## src/design/arf_map.svh

```systemverilog
// Register offsets, field positions, reset values and codes of the result framer.
`ifndef ARF_MAP_SVH
`define ARF_MAP_SVH
`define ARF_OFS_CFG0 8'h00
`define ARF_OFS_CFG1 8'h01
`define ARF_OFS_CFG2 8'h02
`define ARF_OFS_CFG3 8'h03
`define ARF_OFS_CMD 8'h04
`define ARF_OFS_RREQ 8'h05
`define ARF_OFS_STAT 8'h06
`define ARF_OFS_CNT 8'h07
`define ARF_RST_CFG0 8'h00
`define ARF_RST_CFG1 8'h00
`define ARF_RST_CFG2 8'h00
`define ARF_RST_CFG3 8'h00
`define ARF_CFG0_MUX_HI 7
`define ARF_CFG0_MUX_LO 4
`define ARF_CFG0_GAIN_HI 3
`define ARF_CFG0_GAIN_LO 1
`define ARF_CFG0_BYP 0
`define ARF_CFG1_TS 0
`define ARF_CFG1_VREF_HI 2
`define ARF_CFG1_VREF_LO 1
`define ARF_CFG1_CM 3
`define ARF_CFG2_COUNTER_PREFIX_ENABLE 6
`define ARF_CFG2_CRC_HI 5
`define ARF_CFG2_CRC_LO 4
`define ARF_CFG3_DIR_HI 6
`define ARF_CFG3_DIR_LO 4
`define ARF_CFG3_SEL 3
`define ARF_CFG3_DAT_HI 2
`define ARF_CFG3_DAT_LO 0
`define ARF_CMD_START 0
`define ARF_CMD_SLEEP 1
`define ARF_CMD_RESET 2
`define ARF_CMD_RDATA 3
`define ARF_MUX_MON_REF 4'hc
`define ARF_MUX_MON_SUP 4'hd
`define ARF_VREF_INT 2'h0
`define ARF_GAIN_ONE 3'h0
`define ARF_INT_NONE 2'h0
`define ARF_INT_INV 2'h1
`define ARF_INT_CRC 2'h2
`define ARF_CRC_POLY 16'h1021
`define ARF_CRC_INIT 16'h00ff
`define ARF_CNT_RST 8'h00
`define ARF_TEMP_PAD 10'h000
`define ARF_BAUD_DIV 16'h0683
`endif

```

## src/design/arf_pkg.sv

```systemverilog
// Types shared by the result framer: power states and the full state record.
package arf_pkg;
  // Power and conversion states, Gray coded along low, convert, pending, down.
  typedef enum logic [1:0]
  {
    PS_LOW = 2'b00,
    PS_CONV = 2'b01,
    PS_SLPEND = 2'b11,
    PS_DOWN = 2'b10
  } arf_pstate_type;

  // Every register of the framer lives in this record.
  typedef struct packed
  {
    logic [7:0] cfg0;
    logic [7:0] cfg1;
    logic [7:0] cfg2;
    logic [7:0] cfg3;
    logic [7:0] cnt;
    logic [23:0] res;
    logic [7:0] cntcap;
    logic result_ready_indicator_n;
    arf_pstate_type pst;
    logic conv_start;
    logic [3:0][7:0] buf_b;
    logic [2:0] nbytes;
    logic [3:0] flen;
    logic [3:0] idx;
    logic [15:0] crc;
    logic [9:0] sh;
    logic [3:0] bits;
    logic [15:0] bcnt;
    logic busy;
    logic tx;
    logic [2:0] pin_out;
    logic [2:0] pin_oe_n;
    logic [2:0] pin_smp;
    logic [7:0] rdata;
    logic [3:0] mux_eff;
    logic [2:0] gain_eff;
    logic byp_eff;
    logic [1:0] vref_eff;
    logic temp_mode;
  } arf_state_type;
endpackage

```

## src/design/arf_top.sv

```systemverilog
// Result framer: config registers, counter, integrity suffix, pins, power states.
//
// The placing of the registers and the strobed register port are this design's own decisions.
`timescale 1ns/1ps
`include "arf_map.svh"

// Overview of operation
// - Monitor source forces unity gain, bypass
// - Supply monitor always uses internal reference
// - Reference monitor uses internal reference
// - Temperature mode ignores config 0, internal ref
// - Temperature uses normal start and read flow
// - Temperature code sits in top 14 bits
// - Code is 0.03125 C per count, two's complement
// - Counter byte precedes result when enabled
// - Counter increments per conversion, wraps at FFh
// - Counter clears on enable re-set, reset
// - Integrity covers register reads, results, counter
// - Mode 01 sends inverted copy after MSB
// - Mode 10 sends 16-bit checksum after MSB
// - CCITT polynomial, init FFh, data bytes only
// - Each pin has own direction bit
// - Value bit reads input, drives output
// - Pin 2 select picks value or ready
// - Any reset restores defaults, low power
// - Sleep waits for running conversion to finish
// - Ready falls on result, rises when latched
// - Bytes framed start low, LSB first, stop high
module arf_top #(
  parameter logic [15:0] BAUD_DIV = `ARF_BAUD_DIV // Clock cycles per link bit.
) (
  input wire logic clk_sys, // 200 MHz system clock.
  input wire logic rst, // Asynchronous reset, active high.
  input wire logic [7:0] reg_addr, // Register address.
  input wire logic [7:0] reg_wdata, // Register write data.
  input wire logic reg_wr, // Write strobe.
  input wire logic reg_rd, // Read strobe.
  output logic [7:0] reg_rdata, // Read data, valid the cycle after the strobe.
  input wire logic conv_done, // One-cycle pulse: conversion finished.
  input wire logic [23:0] conv_data, // Filter result for analog inputs.
  input wire logic [13:0] temp_code, // Temperature sensor code.
  output logic conv_start, // One-cycle pulse: begin a conversion.
  output logic [3:0] mux_eff, // Effective input selection.
  output logic [2:0] gain_eff, // Effective gain code, zero is unity.
  output logic pga_bypass, // Amplifier bypass.
  output logic [1:0] vref_eff, // Effective reference selection.
  output logic temp_mode, // Temperature sensor is being measured.
  output logic powered_down, // Device sits in power-down.
  input wire logic [2:0] pin_in, // General-purpose pin levels.
  output logic [2:0] pin_out, // General-purpose pin drive levels.
  output logic [2:0] pin_oe_n, // Pin output enables, low drives.
  output logic tx_pin, // Serial transmit line, idle high.
  output logic frame_busy // A frame is being sent.
);

  // Checksum of one byte folded into a running value, MSB first.
  function automatic logic [15:0] crc_byte(input logic [15:0] c, input logic [7:0] d);
    logic [15:0] r;
    r = c;
    for (int i = 7; i >= 0; i--)
    begin
      if (r[15] ^ d[i])
      begin
        r = {r[14:0], 1'b0} ^ `ARF_CRC_POLY;
      end
      else
      begin
        r = {r[14:0], 1'b0};
      end
    end
    return r;
  endfunction

  // Values every register takes after any reset.
  function automatic arf_pkg::arf_state_type reset_val();
    arf_pkg::arf_state_type r;
    r = '0;
    r.cfg0 = `ARF_RST_CFG0;
    r.cfg1 = `ARF_RST_CFG1;
    r.cfg2 = `ARF_RST_CFG2;
    r.cfg3 = `ARF_RST_CFG3;
    r.cnt = `ARF_CNT_RST;
    r.result_ready_indicator_n = 1'b1;
    r.pst = arf_pkg::PS_LOW;
    r.crc = `ARF_CRC_INIT;
    r.tx = 1'b1;
    r.pin_oe_n = 3'h7;
    r.gain_eff = `ARF_GAIN_ONE;
    r.vref_eff = `ARF_VREF_INT;
    return r;
  endfunction

  arf_pkg::arf_state_type s_ff; // Registered state.
  arf_pkg::arf_state_type nxt_s; // Next state.
  logic [3:0] mux_cfg; // Configured input selection.
  logic monitor_sel; // A monitoring source is selected.
  logic [1:0] int_mode; // Integrity mode.
  logic [2:0] gp_dir; // Pin directions, one is output.
  logic [2:0] gp_dat; // Stored pin values.
  logic [7:0] cfg3_rd; // Pin register as software sees it.
  logic [7:0] rreg_val; // Register chosen for a framed readback.
  logic [7:0] rd_val; // Register chosen for a bus read.
  logic [7:0] next_byte; // Byte that the serializer loads next.

  assign mux_cfg = s_ff.cfg0[`ARF_CFG0_MUX_HI:`ARF_CFG0_MUX_LO];
  assign monitor_sel = (mux_cfg == `ARF_MUX_MON_REF) || (mux_cfg == `ARF_MUX_MON_SUP);
  assign int_mode = s_ff.cfg2[`ARF_CFG2_CRC_HI:`ARF_CFG2_CRC_LO];
  assign gp_dir = s_ff.cfg3[`ARF_CFG3_DIR_HI:`ARF_CFG3_DIR_LO];
  assign gp_dat = s_ff.cfg3[`ARF_CFG3_DAT_HI:`ARF_CFG3_DAT_LO];

  // Inputs return the sampled level, outputs the stored value.
  always_comb
  begin
    cfg3_rd = s_ff.cfg3;
    cfg3_rd[`ARF_CFG3_DAT_HI:`ARF_CFG3_DAT_LO] = (gp_dat & gp_dir) | (s_ff.pin_smp & ~gp_dir);
  end

  // Register decode: bus reads by address, framed readback by write data bits 1:0.
  always_comb
  begin
    case (reg_addr)
      `ARF_OFS_CFG0: rd_val = s_ff.cfg0;
      `ARF_OFS_CFG1: rd_val = s_ff.cfg1;
      `ARF_OFS_CFG2: rd_val = s_ff.cfg2;
      `ARF_OFS_CFG3: rd_val = cfg3_rd;
      `ARF_OFS_STAT: rd_val = {3'h0, s_ff.busy, s_ff.result_ready_indicator_n, 1'b0, s_ff.pst};
      `ARF_OFS_CNT: rd_val = s_ff.cnt;
      default: rd_val = 8'h00;
    endcase
    case (reg_wdata[1:0])
      2'h0: rreg_val = s_ff.cfg0;
      2'h1: rreg_val = s_ff.cfg1;
      2'h2: rreg_val = s_ff.cfg2;
      default: rreg_val = cfg3_rd;
    endcase
  end

  // Data bytes first, then the inverted copy or the checksum after the MSB.
  always_comb
  begin
    if (s_ff.idx < s_ff.nbytes)
    begin
      next_byte = s_ff.buf_b[s_ff.idx];
    end
    else if (int_mode == `ARF_INT_INV)
    begin
      next_byte = ~s_ff.buf_b[s_ff.idx - s_ff.nbytes];
    end
    else if (s_ff.idx == s_ff.nbytes)
    begin
      next_byte = s_ff.crc[15:8];
    end
    else
    begin
      next_byte = s_ff.crc[7:0];
    end
  end

  // Next-state logic for the whole block.
  always_comb
  begin
    nxt_s = s_ff;
    nxt_s.conv_start = 1'b0;
    nxt_s.rdata = 8'h00;
    nxt_s.pin_smp = pin_in;
    if (reg_rd)
    begin
      nxt_s.rdata = rd_val;
    end
    // Conversion completion: count, capture result and counter together.
    if (conv_done && (s_ff.pst != arf_pkg::PS_LOW) && (s_ff.pst != arf_pkg::PS_DOWN))
    begin
      nxt_s.cnt = s_ff.cnt + 8'h01;
      nxt_s.cntcap = s_ff.cnt + 8'h01;
      if (s_ff.cfg1[`ARF_CFG1_TS])
      begin
        nxt_s.res = {temp_code, `ARF_TEMP_PAD};
      end
      else
      begin
        nxt_s.res = conv_data;
      end
      if (s_ff.pst == arf_pkg::PS_SLPEND)
      begin
        nxt_s.pst = arf_pkg::PS_DOWN;
      end
      else if (!s_ff.cfg1[`ARF_CFG1_CM])
      begin
        nxt_s.pst = arf_pkg::PS_LOW;
      end
    end
    // Configuration writes; re-enabling the counter clears it.
    if (reg_wr)
    begin
      case (reg_addr)
        `ARF_OFS_CFG0: nxt_s.cfg0 = reg_wdata;
        `ARF_OFS_CFG1: nxt_s.cfg1 = reg_wdata;
        `ARF_OFS_CFG3: nxt_s.cfg3 = reg_wdata;
        `ARF_OFS_CFG2:
        begin
          nxt_s.cfg2 = reg_wdata;
          if (reg_wdata[`ARF_CFG2_COUNTER_PREFIX_ENABLE] && !s_ff.cfg2[`ARF_CFG2_COUNTER_PREFIX_ENABLE])
          begin
            nxt_s.cnt = `ARF_CNT_RST;
          end
        end
        `ARF_OFS_CMD:
        begin
          if (reg_wdata[`ARF_CMD_START])
          begin
            nxt_s.pst = arf_pkg::PS_CONV;
            nxt_s.conv_start = 1'b1;
          end
          else if (reg_wdata[`ARF_CMD_SLEEP])
          begin
            // A running conversion is allowed to finish first.
            nxt_s.pst = (s_ff.pst == arf_pkg::PS_CONV || s_ff.pst == arf_pkg::PS_SLPEND) ?
                        arf_pkg::PS_SLPEND : arf_pkg::PS_DOWN;
          end
        end
        default:
        begin
        end
      endcase
    end
    // Ready falls on every new result; a new result beats a same-cycle latch.
    if (conv_done && (s_ff.pst != arf_pkg::PS_LOW) && (s_ff.pst != arf_pkg::PS_DOWN))
    begin
      nxt_s.result_ready_indicator_n = 1'b0;
    end
    // Frame start: result read or register readback, ignored while busy.
    if (!s_ff.busy && reg_wr &&
        (reg_addr == `ARF_OFS_RREQ || (reg_addr == `ARF_OFS_CMD && reg_wdata[`ARF_CMD_RDATA])))
    begin
      nxt_s.busy = 1'b1;
      nxt_s.idx = 4'h0;
      nxt_s.bits = 4'h0;
      nxt_s.bcnt = 16'h0000;
      nxt_s.crc = `ARF_CRC_INIT;
      if (reg_addr == `ARF_OFS_RREQ)
      begin
        nxt_s.buf_b = {24'h00_0000, rreg_val};
        nxt_s.nbytes = 3'h1;
      end
      else
      begin
        if (!conv_done)
        begin
          nxt_s.result_ready_indicator_n = 1'b1;
        end
        if (s_ff.cfg2[`ARF_CFG2_COUNTER_PREFIX_ENABLE])
        begin
          nxt_s.buf_b = {s_ff.res[23:16], s_ff.res[15:8], s_ff.res[7:0], s_ff.cntcap};
          nxt_s.nbytes = 3'h4;
        end
        else
        begin
          nxt_s.buf_b = {8'h00, s_ff.res[23:16], s_ff.res[15:8], s_ff.res[7:0]};
          nxt_s.nbytes = 3'h3;
        end
      end
    end
    // Frame length follows the integrity mode.
    if (nxt_s.busy && !s_ff.busy)
    begin
      case (int_mode)
        // Counter plus inverted copy needs eight bytes, so the length is four bits wide.
        `ARF_INT_INV: nxt_s.flen = {nxt_s.nbytes, 1'b0};
        `ARF_INT_CRC: nxt_s.flen = {1'b0, nxt_s.nbytes} + 4'h2;
        default: nxt_s.flen = {1'b0, nxt_s.nbytes};
      endcase
    end
    // Serializer: one start bit, eight data bits LSB first, one stop bit.
    if (s_ff.busy)
    begin
      if (s_ff.bcnt != 16'h0000)
      begin
        nxt_s.bcnt = s_ff.bcnt - 16'h0001;
      end
      else if (s_ff.bits != 4'h0)
      begin
        nxt_s.tx = s_ff.sh[0];
        nxt_s.sh = {1'b1, s_ff.sh[9:1]};
        nxt_s.bits = s_ff.bits - 4'h1;
        nxt_s.bcnt = BAUD_DIV - 16'h0001;
      end
      else if (s_ff.idx < s_ff.flen)
      begin
        nxt_s.sh = {1'b1, next_byte, 1'b0};
        nxt_s.bits = 4'ha;
        nxt_s.idx = s_ff.idx + 4'h1;
        if (s_ff.idx < s_ff.nbytes)
        begin
          nxt_s.crc = crc_byte(s_ff.crc, next_byte);
        end
      end
      else
      begin
        nxt_s.busy = 1'b0;
        nxt_s.tx = 1'b1;
      end
    end
    // The reset command wins over everything else in the same cycle.
    if (reg_wr && reg_addr == `ARF_OFS_CMD && reg_wdata[`ARF_CMD_RESET])
    begin
      nxt_s = reset_val();
      nxt_s.pin_smp = pin_in;
    end
    // Effective front-end settings from the next configuration.
    nxt_s.mux_eff = nxt_s.cfg0[`ARF_CFG0_MUX_HI:`ARF_CFG0_MUX_LO];
    nxt_s.gain_eff = nxt_s.cfg0[`ARF_CFG0_GAIN_HI:`ARF_CFG0_GAIN_LO];
    nxt_s.byp_eff = nxt_s.cfg0[`ARF_CFG0_BYP];
    nxt_s.vref_eff = nxt_s.cfg1[`ARF_CFG1_VREF_HI:`ARF_CFG1_VREF_LO];
    nxt_s.temp_mode = nxt_s.cfg1[`ARF_CFG1_TS];
    if (nxt_s.mux_eff == `ARF_MUX_MON_REF || nxt_s.mux_eff == `ARF_MUX_MON_SUP)
    begin
      nxt_s.gain_eff = `ARF_GAIN_ONE;
      nxt_s.byp_eff = 1'b1;
      nxt_s.vref_eff = `ARF_VREF_INT;
    end
    if (nxt_s.temp_mode)
    begin
      nxt_s.mux_eff = 4'(`ARF_RST_CFG0 >> `ARF_CFG0_MUX_LO);
      nxt_s.gain_eff = `ARF_GAIN_ONE;
      nxt_s.byp_eff = 1'b0;
      nxt_s.vref_eff = `ARF_VREF_INT;
    end
    // Pin drivers; pin 2 may carry the ready indicator instead.
    nxt_s.pin_oe_n = ~nxt_s.cfg3[`ARF_CFG3_DIR_HI:`ARF_CFG3_DIR_LO];
    nxt_s.pin_out = nxt_s.cfg3[`ARF_CFG3_DAT_HI:`ARF_CFG3_DAT_LO];
    if (nxt_s.cfg3[`ARF_CFG3_SEL])
    begin
      nxt_s.pin_out[2] = nxt_s.result_ready_indicator_n;
    end
  end

  // State register; asynchronous reset loads the same defaults as the command.
  always_ff @(posedge clk_sys or posedge rst)
  begin
    if (rst)
    begin
      s_ff <= reset_val();
    end
    else
    begin
      s_ff <= nxt_s;
    end
  end

  assign reg_rdata = s_ff.rdata;
  assign conv_start = s_ff.conv_start;
  assign mux_eff = s_ff.mux_eff;
  assign gain_eff = s_ff.gain_eff;
  assign pga_bypass = s_ff.byp_eff;
  assign vref_eff = s_ff.vref_eff;
  assign temp_mode = s_ff.temp_mode;
  assign powered_down = (s_ff.pst == arf_pkg::PS_DOWN);
  assign pin_out = s_ff.pin_out;
  assign pin_oe_n = s_ff.pin_oe_n;
  assign tx_pin = s_ff.tx;
  assign frame_busy = s_ff.busy;

  logic done_live; // Completion that the block accepts.
  assign done_live = conv_done && (s_ff.pst == arf_pkg::PS_CONV || s_ff.pst == arf_pkg::PS_SLPEND);
endmodule

```

## config.mk

```make
export PLATFORM = sky130hd
export DESIGN_NAME = arf_top
export DESIGN_NICKNAME = d
export VERILOG_FILES = /design/src/design/arf_pkg.sv /design/src/design/arf_top.sv
export VERILOG_INCLUDE_DIRS = /design/src /design/src/design
export SDC_FILE = /design/constraint.sdc
export NUM_CORES = 1
export LEC_CHECK = 0
export CAP_MARGIN = 15
export CORE_MARGIN = 2
export CORE_UTILIZATION = 35
export DETAILED_ROUTE_END_ITERATION = 8
export DONT_BUFFER_PORTS = 1
export HOLD_SLACK_MARGIN = 0.05
export PLACE_DENSITY_LB_ADDON = 0.08
export SYNTH_ARGS = -nofsm -noshare
export SYNTH_HDL_FRONTEND = slang
export SYNTH_SLANG_ARGS = --single-unit
```

## constraint.sdc

```tcl
create_clock -name clk_sys -period 5.4 [get_ports clk_sys]
set_input_delay 0.54 -clock clk_sys [delete_from_list [all_inputs] [get_ports clk_sys]]
set_output_delay 0.54 -clock clk_sys [all_outputs]
set_load 0.01 [all_outputs]
```

### After elaboration in Yosys (flattened, before gate mapping)

Cells that the tools add are included.

* add/subtract/negate cells: 6
* multipliers: 0
* divide/modulo/power cells: 0
* $lt $le $gt $ge: 4
* eq/ne operators: 20
* shifts and indexed selects: 0
* muxes and demuxes: 98
* bitwise gates (word level): 22
* reduce and logical (&&, ||, !) cells: 33

Operator list (count)
* 16-bit 2-to-1 mux: 38
* 195-bit 2-to-1 mux: 1
* 35-bit 2-to-1 mux: 3
* 13-bit 2-to-1 mux: 8
* 8-bit 2-to-1 mux: 12
* 40-bit 2-to-1 mux: 2
* 34-bit 2-to-1 mux: 2
* 52-bit 2-to-1 mux: 1
* 8-bit one-hot mux with 6 select lines: 1
* 20-bit 2-to-1 mux: 2
* 8-bit binary-select mux with 2-bit select: 2
* 8-bit by 3-bit equality test with 1-bit output (second input constant): 4
* 3-bit inverter: 10
* 24-bit 2-to-1 mux: 1
* 8-bit one-hot mux with 3 select lines: 1
* 21-bit 2-to-1 mux: 1
* 2-bit nonzero test: 9
* 8-bit by 2-bit equality test with 1-bit output (second input constant): 2
* 16-bit nonzero test: 1
* 16-bit by 1-bit subtractor with 16-bit output (second input constant): 1
* 14-bit 2-to-1 mux: 1
* 2-bit 2-to-1 mux: 7
* 10-bit 2-to-1 mux: 1
* 1-bit logical AND: 9
* other kinds (33): 63

* register bits: 195
* bits in latches: 0
* memory bits (writable): 0
* memory bits (read-only): 0
* bits of input ports: 62
* memories: 0

### Depth between registers and ports, before layout

Gate-level depths: netlist (run 1).

* depth in word-level cells: 67
* mapped depth: 13
* depth with buffers taken out: 11

### Least setup slack after synthesis (run 1)

No wires, ideal clock.

* path type: reg-to-reg
* from: register s_ff[76] (netlist bit)
* to: register s_ff[72] (netlist bit)
* library setup time: 0.120 ns
* arrival: 2.877 ns
* required time: 5.280 ns
* slack: 2.403 ns
* stages on the path, launching flop included: 14
* buffers on the path: 2
* period minus slack after synthesis: 2.997 ns
* cells stage by stage: dfrtp_1 > buf_2 > inv_1 > ha_1 > inv_1 > fa_1 > nand2b_1 > buf_1 > o221ai_1 > o31ai_1 > xor2_1 > xnor2_1 > xnor2_1 > o211a_1

RTL lines
* from (decl): RTL line arf_top.sv:93 `arf_pkg::arf_state_type s_ff;`
* from (signal assigned): RTL line arf_top.sv:342 `s_ff <= reset_val();`
* from (signal assigned): RTL line arf_top.sv:346 `s_ff <= nxt_s;`

==> results of run 1 <==
[kinds of logic after synthesis]
logic type	synth area share
AO/OA/AOI/OAI	0.142
XOR/XNOR	0.0332
adder cells (fa/ha/maj)	0.0186
buffers and inverters	0.0631
flip-flops	0.460
multiplexers	0.128
AND/OR/NAND/NOR	0.154
[cell usage in the layout, fill, tap and decap left out, types with 4 or more instances in the layout]
cell and count:
a21oi_1 66, mux4_2 22, a22oi_1 6, buf_4 13, inv_1 38, o21ai_0 25
nor3_1 28, and2_1 7, a222oi_1 16, mux2i_1 76, xor2_1 18, nand2b_1 14
dfstp_2 13, nor2_1 116, nand3b_1 5, o31ai_1 8, nor4_1 4, ha_1 14
dfrtp_1 179, o22ai_1 6, a211oi_1 24, o211ai_1 11, o221ai_1 8, and4_1 4
mux2_2 7, clkinvlp_4 4, a21oi_2 4, a31oi_1 12, nand3_1 15, xnor2_1 18
nand2_1 78, or3_1 4, a22o_1 8, nor3b_1 19, clkbuf_16 17, nor2b_1 5
[state kept, by name, summed over array words and instances, names as in the netlist]
name / count
frame_busy: 1
cfg3_rd: 5
gain_eff: 3
vref_eff: 2
pin_out: 3
s_ff: 153
mux_cfg: 4
gp_dat: 1
pin_oe_n: 3
mux_eff: 4
pga_bypass: 1
conv_start: 1
int_mode: 2
reg_rdata: 8
tx_pin: 1
[Yosys cell counts (15+ instances only)]
cell	number
dfrtp_1	179
nor2_1	117
nand2_1	78
mux2i_1	76
a21oi_1	66
clkbuf_1	50
inv_1	39
nor3_1	28
buf_4	26
o21ai_0	25
a211oi_1	24
mux4_2	22
nor3b_1	19
xnor2_1	18
xor2_1	18
a222oi_1	16
nand3_1	15
[layout make-up]
type,count,area [µm²],share of cell area
multi-input combinational,704,5020,0.446
tap,390,488,0.0434
sequential,192,4820,0.429
inverter,40,154,0.0137
clock buffer,19,453,0.0403
timing repair buffer,15,128,0.0114
clock inverter,13,176,0.0157
[layer usage]
layer	global-route usage	wire, µm	vias up
met5	0	0	-
met4	0.0530	379	0
met3	0.0292	929	26
met2	0.274	12600	154
met1	0.293	14600	3827
li1	-	-	3575
[worst max path at each step]
stage	startpoint	endpoint	slack [ps]	depth (start not counted)
after floorplan	rst	cfg3_rd[3]	2390	1
after global placement	s_ff[76]	s_ff[72]	1670	9
final	s_ff[76]	s_ff[72]	1570	9
after detailed placement	s_ff[76]	s_ff[72]	1560	9
after CTS	s_ff[76]	s_ff[72]	1540	9
after global routing	s_ff[76]	s_ff[74]	1170	9
[metrics by stage]
| stage | total power (µW) | hold slack (ps) | instances | setup WS (ps) |
|---|---|---|---|---|
| after floorplan | 2040 | 451 | 1033 | 2390 |
| after CTS | 3550 | 80.0 | 1373 | 1540 |
| final | 3500 | 110 | 1373 | 1570 |
| after global routing | 3680 | 77.0 | 1373 | 1170 |
| after global placement | 2150 | 435 | 1340 | 1670 |
| after detailed placement | 2150 | 431 | 1340 | 1560 |
[power groups by stage]
stage | Combinational [µW] | Clock, µW | Sequential, µW
6_report | 376 | 1380 | 1750
5_1_grt | 435 | 1480 | 1770
3_3_place_gp | 372 | 0 | 1770
4_1_cts | 382 | 1420 | 1750
3_5_place_dp | 380 | 0 | 1770
2_1_floorplan | 337 | 0 | 1700
[worst max-delay path, delay by kind of cell, from the launching register on]
kind / cells / cell delay, ps
adder cells (fa/ha/maj): 1 / 880
AND/OR/NAND/NOR: 2 / 730
flip-flops: 1 / 710
XOR/XNOR: 3 / 700
AO/OA/AOI/OAI: 2 / 600
buffers and inverters: 1 / 100
==> flow_summary.yaml, run 1 <==
route:
  vias: 7582
  drc: 0
  antenna_left: 0
  wl_per_cell_um: 20.7
  vias_per_cell: 5.52
  dr.pass1.iters: 7
  routed_wl_um: 28500
  drt_iter0_markers: 655
critical_path:
  crit_path_top_delay_cell: "ha_1"
  arrival_ps: 4180
  reg2regPathDepth: 9
  critical_path_class: "flip-flop to flip-flop"
  crit_path_start_kind: "flip-flop"
  critPathRequiredTime_ps: 5740
  r2r_setup_slack_ps: 1570
  worst_path_largest_cell_delay_ps: 880
  worst-path-max-fanout: 17
  cp_cell_sequence: "inv_1 > ha_1 > and4b_1 > nor3_1 > o31ai_1 > xor2_1 > xnor2_1 > xnor2_1 > o211a_1"
  critPathCaptureType: "flip-flop"
  reg2reg_to: "s_ff[72]"
  crit_path_frequent_cell: "xnor2_1"
  reg2reg_from: "s_ff[76]"
synth:
  synth_area_um2: 10500
  ys.flop_type: "dfrtp_1"
  ys_ff_latch: 192
  yosysTopAreaCell: "dfrtp_1"
  synth_edf_count: 0
  yosysUniqueCellTypes: 71
  syn-instance-count: 1033
  synth-seq-area-share: 0.460
  synthArstFlopShare: 1.00
  netlist.area_leader.share: 0.427
  synthTopCellsByArea: "dfrtp_1 43%, mux2i_1 7.3%, mux4_2 4.7%"
  synth_area_per_cell_um2: 10.1
  synth_nets: 1110
  ys.warnings.count: 0
floorplanning:
  num_rows: 63
  dieArea_um2: 31400
  start_util: 0.355
  core_um2: 29600
  die_y_um: 177
  num_io_pins: 91
  fp.dieW_um: 177
power_and_ir_drop:
  power.switching_uw: 978
  p_leak_uw: 0.00491
  ir_drop_v: 0.000226
  p_seq_frac: 0.499
  intPower_uw: 2520
  p_sw_frac: 0.279
  share_clk_of_total_power: 0.394
  power.density_nw_per_um2: 312
  comb_power_share: 0.107
finish:
  syn_to_final_growth_pct: 7.19
  fin_nets: 1047
  final_area_um2: 11200
  n_antenna_cell: 0
  fin_util: 0.380
  drive_gt1_frac: 0.114
  fill_cells: 2987
placement:
  placed_area_um2: 10600
  gp_congestion: 0.779
  dp_hpwl_um: 19600
  port_buffers: 0
sta:
  rsz0062_at_grt: "no"
  fmax_mhz: 261
  slew_violations: 0
  setup_viol_count_final: 0
  fin_crit_sh: 0.710
  tightest_slew_ps: 964
  period_minus_slack_ps: 3830
  skew_ps: 14.2
  setup_tns_ps: 0
  hold_viol: 0
  relSlewSlack: 0.351
clock_network:
  clock_path_buffers: 2
  root_buffer: "clkbuf_16"
  cts.sinks: 192
  post-cts-setup-buffers: 0
  cts_tree: "built"
  htree_levels: 4
  path_clk_slew_ps: 80
  cts_hold_buf: 1
  cts-buffers-inserted: 17
  clock_latency_ps: 450
  cts_resized: 0
global_route:
  grt_usage: 0.190
  antenna_found_initial: 0
  grt_remaining_overflow: 0
  grt_max_degree: 85
  grt_pass1_vias: 7510
  grt_pass1_wl_um: 45600
worst_hold_path:
  hold_path.class: "input pin to flip-flop"
  min_to: "s_ff[21]"
  worstHoldStart: "pin_in[2]"
  hold_depth: 0
status:
  outcome: "complete, no violations"
run:
  drv_cap: 0
Power figures use the tool's default switching activity.
==> run 2, diff against run 1 <==
==> constraint.sdc (replaced) <==
create_clock -name clk_sys -period 3.9 [get_ports clk_sys]
set_input_delay 0.39 -clock clk_sys [delete_from_list [all_inputs] [get_ports clk_sys]]
set_output_delay 0.39 -clock clk_sys [all_outputs]
set_load 0.01 [all_outputs]
==> run 2 against run 1 <==
Clock-buffer cell count stayed put. Register-to-register slack worse by 840 ps. Total power is 36% higher. Critical path depth is 1 lower. Non-clock buffer count grew 18. Flip-flop and latch count stayed put. Combinational power is 40% higher. Setup slack lost 840 ps. Hold slack worse by 23 ps. Critical path type unchanged. Largest cell class unchanged. Largest power group unchanged.
==> flow_summary.yaml, run 2 (same netlist as run 1, synthesis figures left out) <==
global_route:
  grt_pass1_wl_um: 45700
  grt_pass1_vias: 7664
  grt_usage: 0.190
  grt_max_degree: 112
  grt_remaining_overflow: 0
  antenna_found_initial: 0
critical_path:
  worst_path_largest_cell_delay_ps: 670
  reg2reg_from: "s_ff[77]"
  crit_path_start_kind: "flip-flop"
  cp_cell_sequence: "fa_1 > nand2b_1 > o221ai_1 > o31ai_1 > xor2_1 > xnor2_1 > xnor2_1 > o211a_1"
  critical_path_class: "flip-flop to flip-flop"
  path_buf_inv: 0
  crit_path_frequent_cell: "xnor2_1"
  setup.worst_path.start: "s_ff[77]"
  crit_family: "compound AO/OA/AOI/OAI gates"
  crit_path_top_delay_cell: "fa_1"
  critPathCaptureType: "flip-flop"
  critPathRequiredTime_ps: 4240
  worst-path-max-fanout: 15
  arrival_ps: 3510
sta:
  setup_viol_count_final: 0
  setup_tns_ps: 0
  fmax_mhz: 316
  slew_violations: 0
  skew_ps: 18.3
  tightest_slew_ps: 926
  period_minus_slack_ps: 3170
  fin_crit_sh: 0.813
  relSlewSlack: 0.382
  rsz0062_at_grt: "no"
  hold_viol: 0
power_and_ir_drop:
  p_leak_uw: 0.00498
  power.switching_uw: 1340
  power_uw: 4750
  p_sw_frac: 0.281
  ir_drop_v: 0.000305
  comb_power_share: 0.111
  intPower_uw: 3420
  p_seq_frac: 0.508
  share_clk_of_total_power: 0.381
  power.density_nw_per_um2: 419
floorplanning:
  num_rows: 63
  dieArea_um2: 31400
  num_io_pins: 91
  fp.dieW_um: 177
  die_y_um: 177
  core_um2: 29600
  start_util: 0.355
finish:
  multi_input_area_um2: 5010
  final-instance-count-excl-fill: 1391
  fin_util: 0.384
  drive_gt1_frac: 0.125
  fill_cells: 2957
  ff_latch_area_um2: 4820
  final_common_cell: "dfrtp_1"
  regMostFlops: "s_ff"
  n_antenna_cell: 0
  syn_to_final_growth_pct: 8.28
  final_cell_mix: "179 x dfrtp_1, 116 x nor2_1, 78 x nand2_1, 76 x mux2i_1, 66 x a21oi_1"
  largest_reg_flops: 153
  final_area_um2: 11400
  fin_nets: 1065
route:
  vias_per_cell: 5.40
  dr.pass1.iters: 5
  drc: 0
  vias: 7516
  drt_iter0_markers: 556
  antenna_left: 0
  wl_per_cell_um: 20.3
  routed_wl_um: 28200
status:
  outcome: "complete, no violations"
clock_network:
  path_clk_slew_ps: 80
  cts-buffers-inserted: 17
  clock_latency_ps: 460
  cts_tree: "built"
  clock_path_buffers: 2
  htree_levels: 4
  cts_resized: 0
  root_buffer: "clkbuf_16"
  cts.sinks: 192
placement:
  placed_area_um2: 10700
  gp_congestion: 0.772
  placed_cells: 1354
  port_buffers: 0
  dp_hpwl_um: 19700
worst_hold_path:
  hold_path.class: "input pin to flip-flop"
  worstHoldStart: "reg_wdata[7]"
run:
  drv_cap: 0
run 2: layer usage:
| layer | part of all wire | up-vias | track usage |
|---|---|---|---|
| met4 | 0.015 | 0 | 0.0565 |
| met2 | 0.45 | 159 | 0.276 |
| met1 | 0.50 | 3717 | 0.288 |
| met5 | 0 | - | 0 |
| li1 | - | 3619 | - |
| met3 | 0.033 | 21 | 0.0311 |
run 2: stage by stage:
step	hold WS, ps	setup slack, ps
global route	78.1	420
floorplan	421	903
CTS	62.7	708
global placement	421	806
finish	87.2	731
detailed placement	421	718
run 2: worst register-to-register path, cell delays in order (launching register included):
cell	delay (ps)
dfrtp_1	650
fa_1	670
nand2b_1	260
o221ai_1	190
o31ai_1	360
xor2_1	190
xnor2_1	390
xnor2_1	130
o211a_1	210
run 2: cell type report:
class,instances,share of cell area
flip-flops and latches,192,0.425
clock buffers,19,0.0390
repair buffers,33,0.0251
multi-input cells,704,0.441
well taps,390,0.0430
inverters,40,0.0136
clock inverters,13,0.0134
run 2: what timing repair did:
item	4_1_cts	5_1_grt
hold buffers	5	0
endpoints found under the hold margin	78	0
buffers inserted	0	0
run 2: path summary, 6_finish.rpt:
check                                   to  slack [ps]  cells past startpoint
worst min register to register    s_ff[44]         500                      1
min in group asynchronous        s_ff[152]         560                      3
worst max register to register    s_ff[72]         730                      8
worst min-delay path            cfg3_rd[7]          90                      2
worst max-delay path              s_ff[72]         730                      8
max in group asynchronous       pin_out[0]        2320                      4
run 2: power by group through the flow:
stage | Clock [µW] | Sequential (µW) | Combinational (µW)
2_1_floorplan | 0 | 2360 | 467
3_3_place_gp | 0 | 2450 | 523
3_5_place_dp | 0 | 2450 | 532
4_1_cts | 1880 | 2420 | 537
5_1_grt | 1950 | 2450 | 611
6_report | 1810 | 2420 | 527
==> run 3, diff against run 2 <==
==> constraint.sdc (replaced) <==
create_clock -name clk_sys -period 3.2 [get_ports clk_sys]
set_input_delay 0.32 -clock clk_sys [delete_from_list [all_inputs] [get_ports clk_sys]]
set_output_delay 0.32 -clock clk_sys [all_outputs]
set_load 0.01 [all_outputs]
==> run 3 against run 2 <==
Sequential power is 21% higher. Combinational power up 29%. Sequential share of layout area decreased by 1.1 points. Clock power up 24%. Critical path depth up 3. Total power up 24%. Largest power group unchanged. Critical path type unchanged.
==> flow_summary.yaml, run 3 (same netlist as run 1, synthesis figures left out) <==
global_route:
  grt_remaining_overflow: 0
  grt_usage: 0.193
  antenna_found_initial: 0
  grt_pass1_wl_um: 46600
  grt_max_degree: 57
  grt_pass1_vias: 7540
power_and_ir_drop:
  ir_drop_v: 0.000353
  power.density_nw_per_um2: 504
  p_leak_uw: 0.00516
  power_uw: 5870
floorplanning:
  num_rows: 63
  start_util: 0.355
  dieArea_um2: 31400
  num_io_pins: 91
  fp.dieW_um: 177
  die_y_um: 177
  core_um2: 29600
sta:
  relSlewSlack: 0.303
  period_minus_slack_ps: 2870
  fin_crit_sh: 0.898
  slew_violations: 0
  tightest_slew_ps: 1040
  rsz0062_at_grt: "no"
  skew_ps: 13.8
  hold_viol: 0
  setup_tns_ps: 0
  fin_hold_ws_ps: 83.9
  fmax_mhz: 348
  fin_ws_ps: 326
  setup_viol_count_final: 0
finish:
  drive_gt1_frac: 0.141
  largest_reg_flops: 153
  final_cell_mix: "179 x dfrtp_1, 116 x nor2_1, 78 x nand2_1, 76 x mux2i_1, 66 x a21oi_1"
  fin_util: 0.394
  fin_nets: 1096
  n_antenna_cell: 0
  regMostFlops: "s_ff"
  final_common_cell: "dfrtp_1"
  syn_to_final_growth_pct: 11.1
route:
  vias_per_cell: 5.40
  antenna_left: 0
  wl_per_cell_um: 20.4
  routed_wl_um: 29000
  drt_iter0_markers: 667
  drc: 0
  dr.pass1.iters: 6
  vias: 7680
placement:
  dp_hpwl_um: 20400
  gp_congestion: 0.779
  port_buffers: 0
  dp_slack_ps: 243
critical_path:
  critPathRequiredTime_ps: 3530
  critical_path_class: "flip-flop to flip-flop"
  critPathCaptureType: "flip-flop"
  arrival_ps: 3210
  crit_path_start_kind: "flip-flop"
  worst-path-max-fanout: 8
clock_network:
  path_clk_slew_ps: 70
  post-cts-setup-buffers: 0
  clock_path_buffers: 2
  root_buffer: "clkbuf_16"
  cts-buffers-inserted: 17
  clock_latency_ps: 450
  cts_tree: "built"
  cts.sinks: 192
  htree_levels: 4
worst_hold_path:
  hold_path.class: "input pin to flip-flop"
run:
  drv_cap: 0
status:
  outcome: "complete, no violations"
## run 3: cell types whose count changed in the layout (fill, tap and decap cells not counted), sizes merged
cell / change
inv: +4
dlygate4sd3: +11
clkinvlp: -4
buf: +20
## run 3: final cells by class
| type | count | area [µm²] |
|---|---|---|
| fill | 2962 | 17900 |
| timing repair buffer | 64 | 558 |
| tap | 390 | 488 |
| inverter | 40 | 154 |
| clock buffer | 19 | 443 |
| multi-input combinational | 704 | 5010 |
| sequential | 192 | 4820 |
| clock inverter | 13 | 166 |
## run 3: repair_timing
item	in CTS	in global routing
resized for setup	0	1
setup endpoints to repair	0	1
endpoints found under the hold margin	62	0
hold buffers	16	0
## run 3: worst paths after layout
path | startpoint | to | slack [ps] | depth (start not counted)
setup / recovery | s_ff[76] | s_ff[72] | 330 | 11
hold reg to reg | s_ff[144] | s_ff[100] | 510 | 2
hold / removal | reg_wdata[1] | s_ff[188] | 80 | 2
min in group asynchronous | rst | s_ff[139] | 590 | 2
setup reg to reg | s_ff[76] | s_ff[72] | 330 | 11
max in group asynchronous | rst | gain_eff[2] | 1620 | 3
## run 3: per-layer routing
| layer | share of wire | vias to the layer above | routed length [µm] | track usage |
|---|---|---|---|---|
| li1 | - | 3668 | - | - |
| met1 | 0.51 | 3858 | 14700 | 0.289 |
| met2 | 0.45 | 135 | 13200 | 0.289 |
| met3 | 0.029 | 19 | 846 | 0.0314 |
| met4 | 0.011 | 0 | 312 | 0.0506 |
| met5 | 0 | - | 0 | 0 |
## run 3: through the flow
step | cell area, µm² | instances
after floorplan | 10500 | 1033
after global placement | 10900 | 1374
after detailed placement | 10900 | 1374
after CTS | 11600 | 1422
after global routing | 11600 | 1422
final | 11600 | 1422
## run 3: worst max-delay path: stages, from the launching register on
cell,delay [ps]
dfrtp_1,380
inv_1,60
ha_1,130
inv_1,40
fa_1,500
nand2b_1,260
o221ai_1,170
o31ai_1,370
xor2_1,310
xnor2_2,210
xnor2_1,120
o211a_1,210
## run 3: power by group
group          switching [µW]  internal [µW]  total (µW)
logic                     353            327         680
clock network            1040           1210        2250
registers                 276           2670        2940
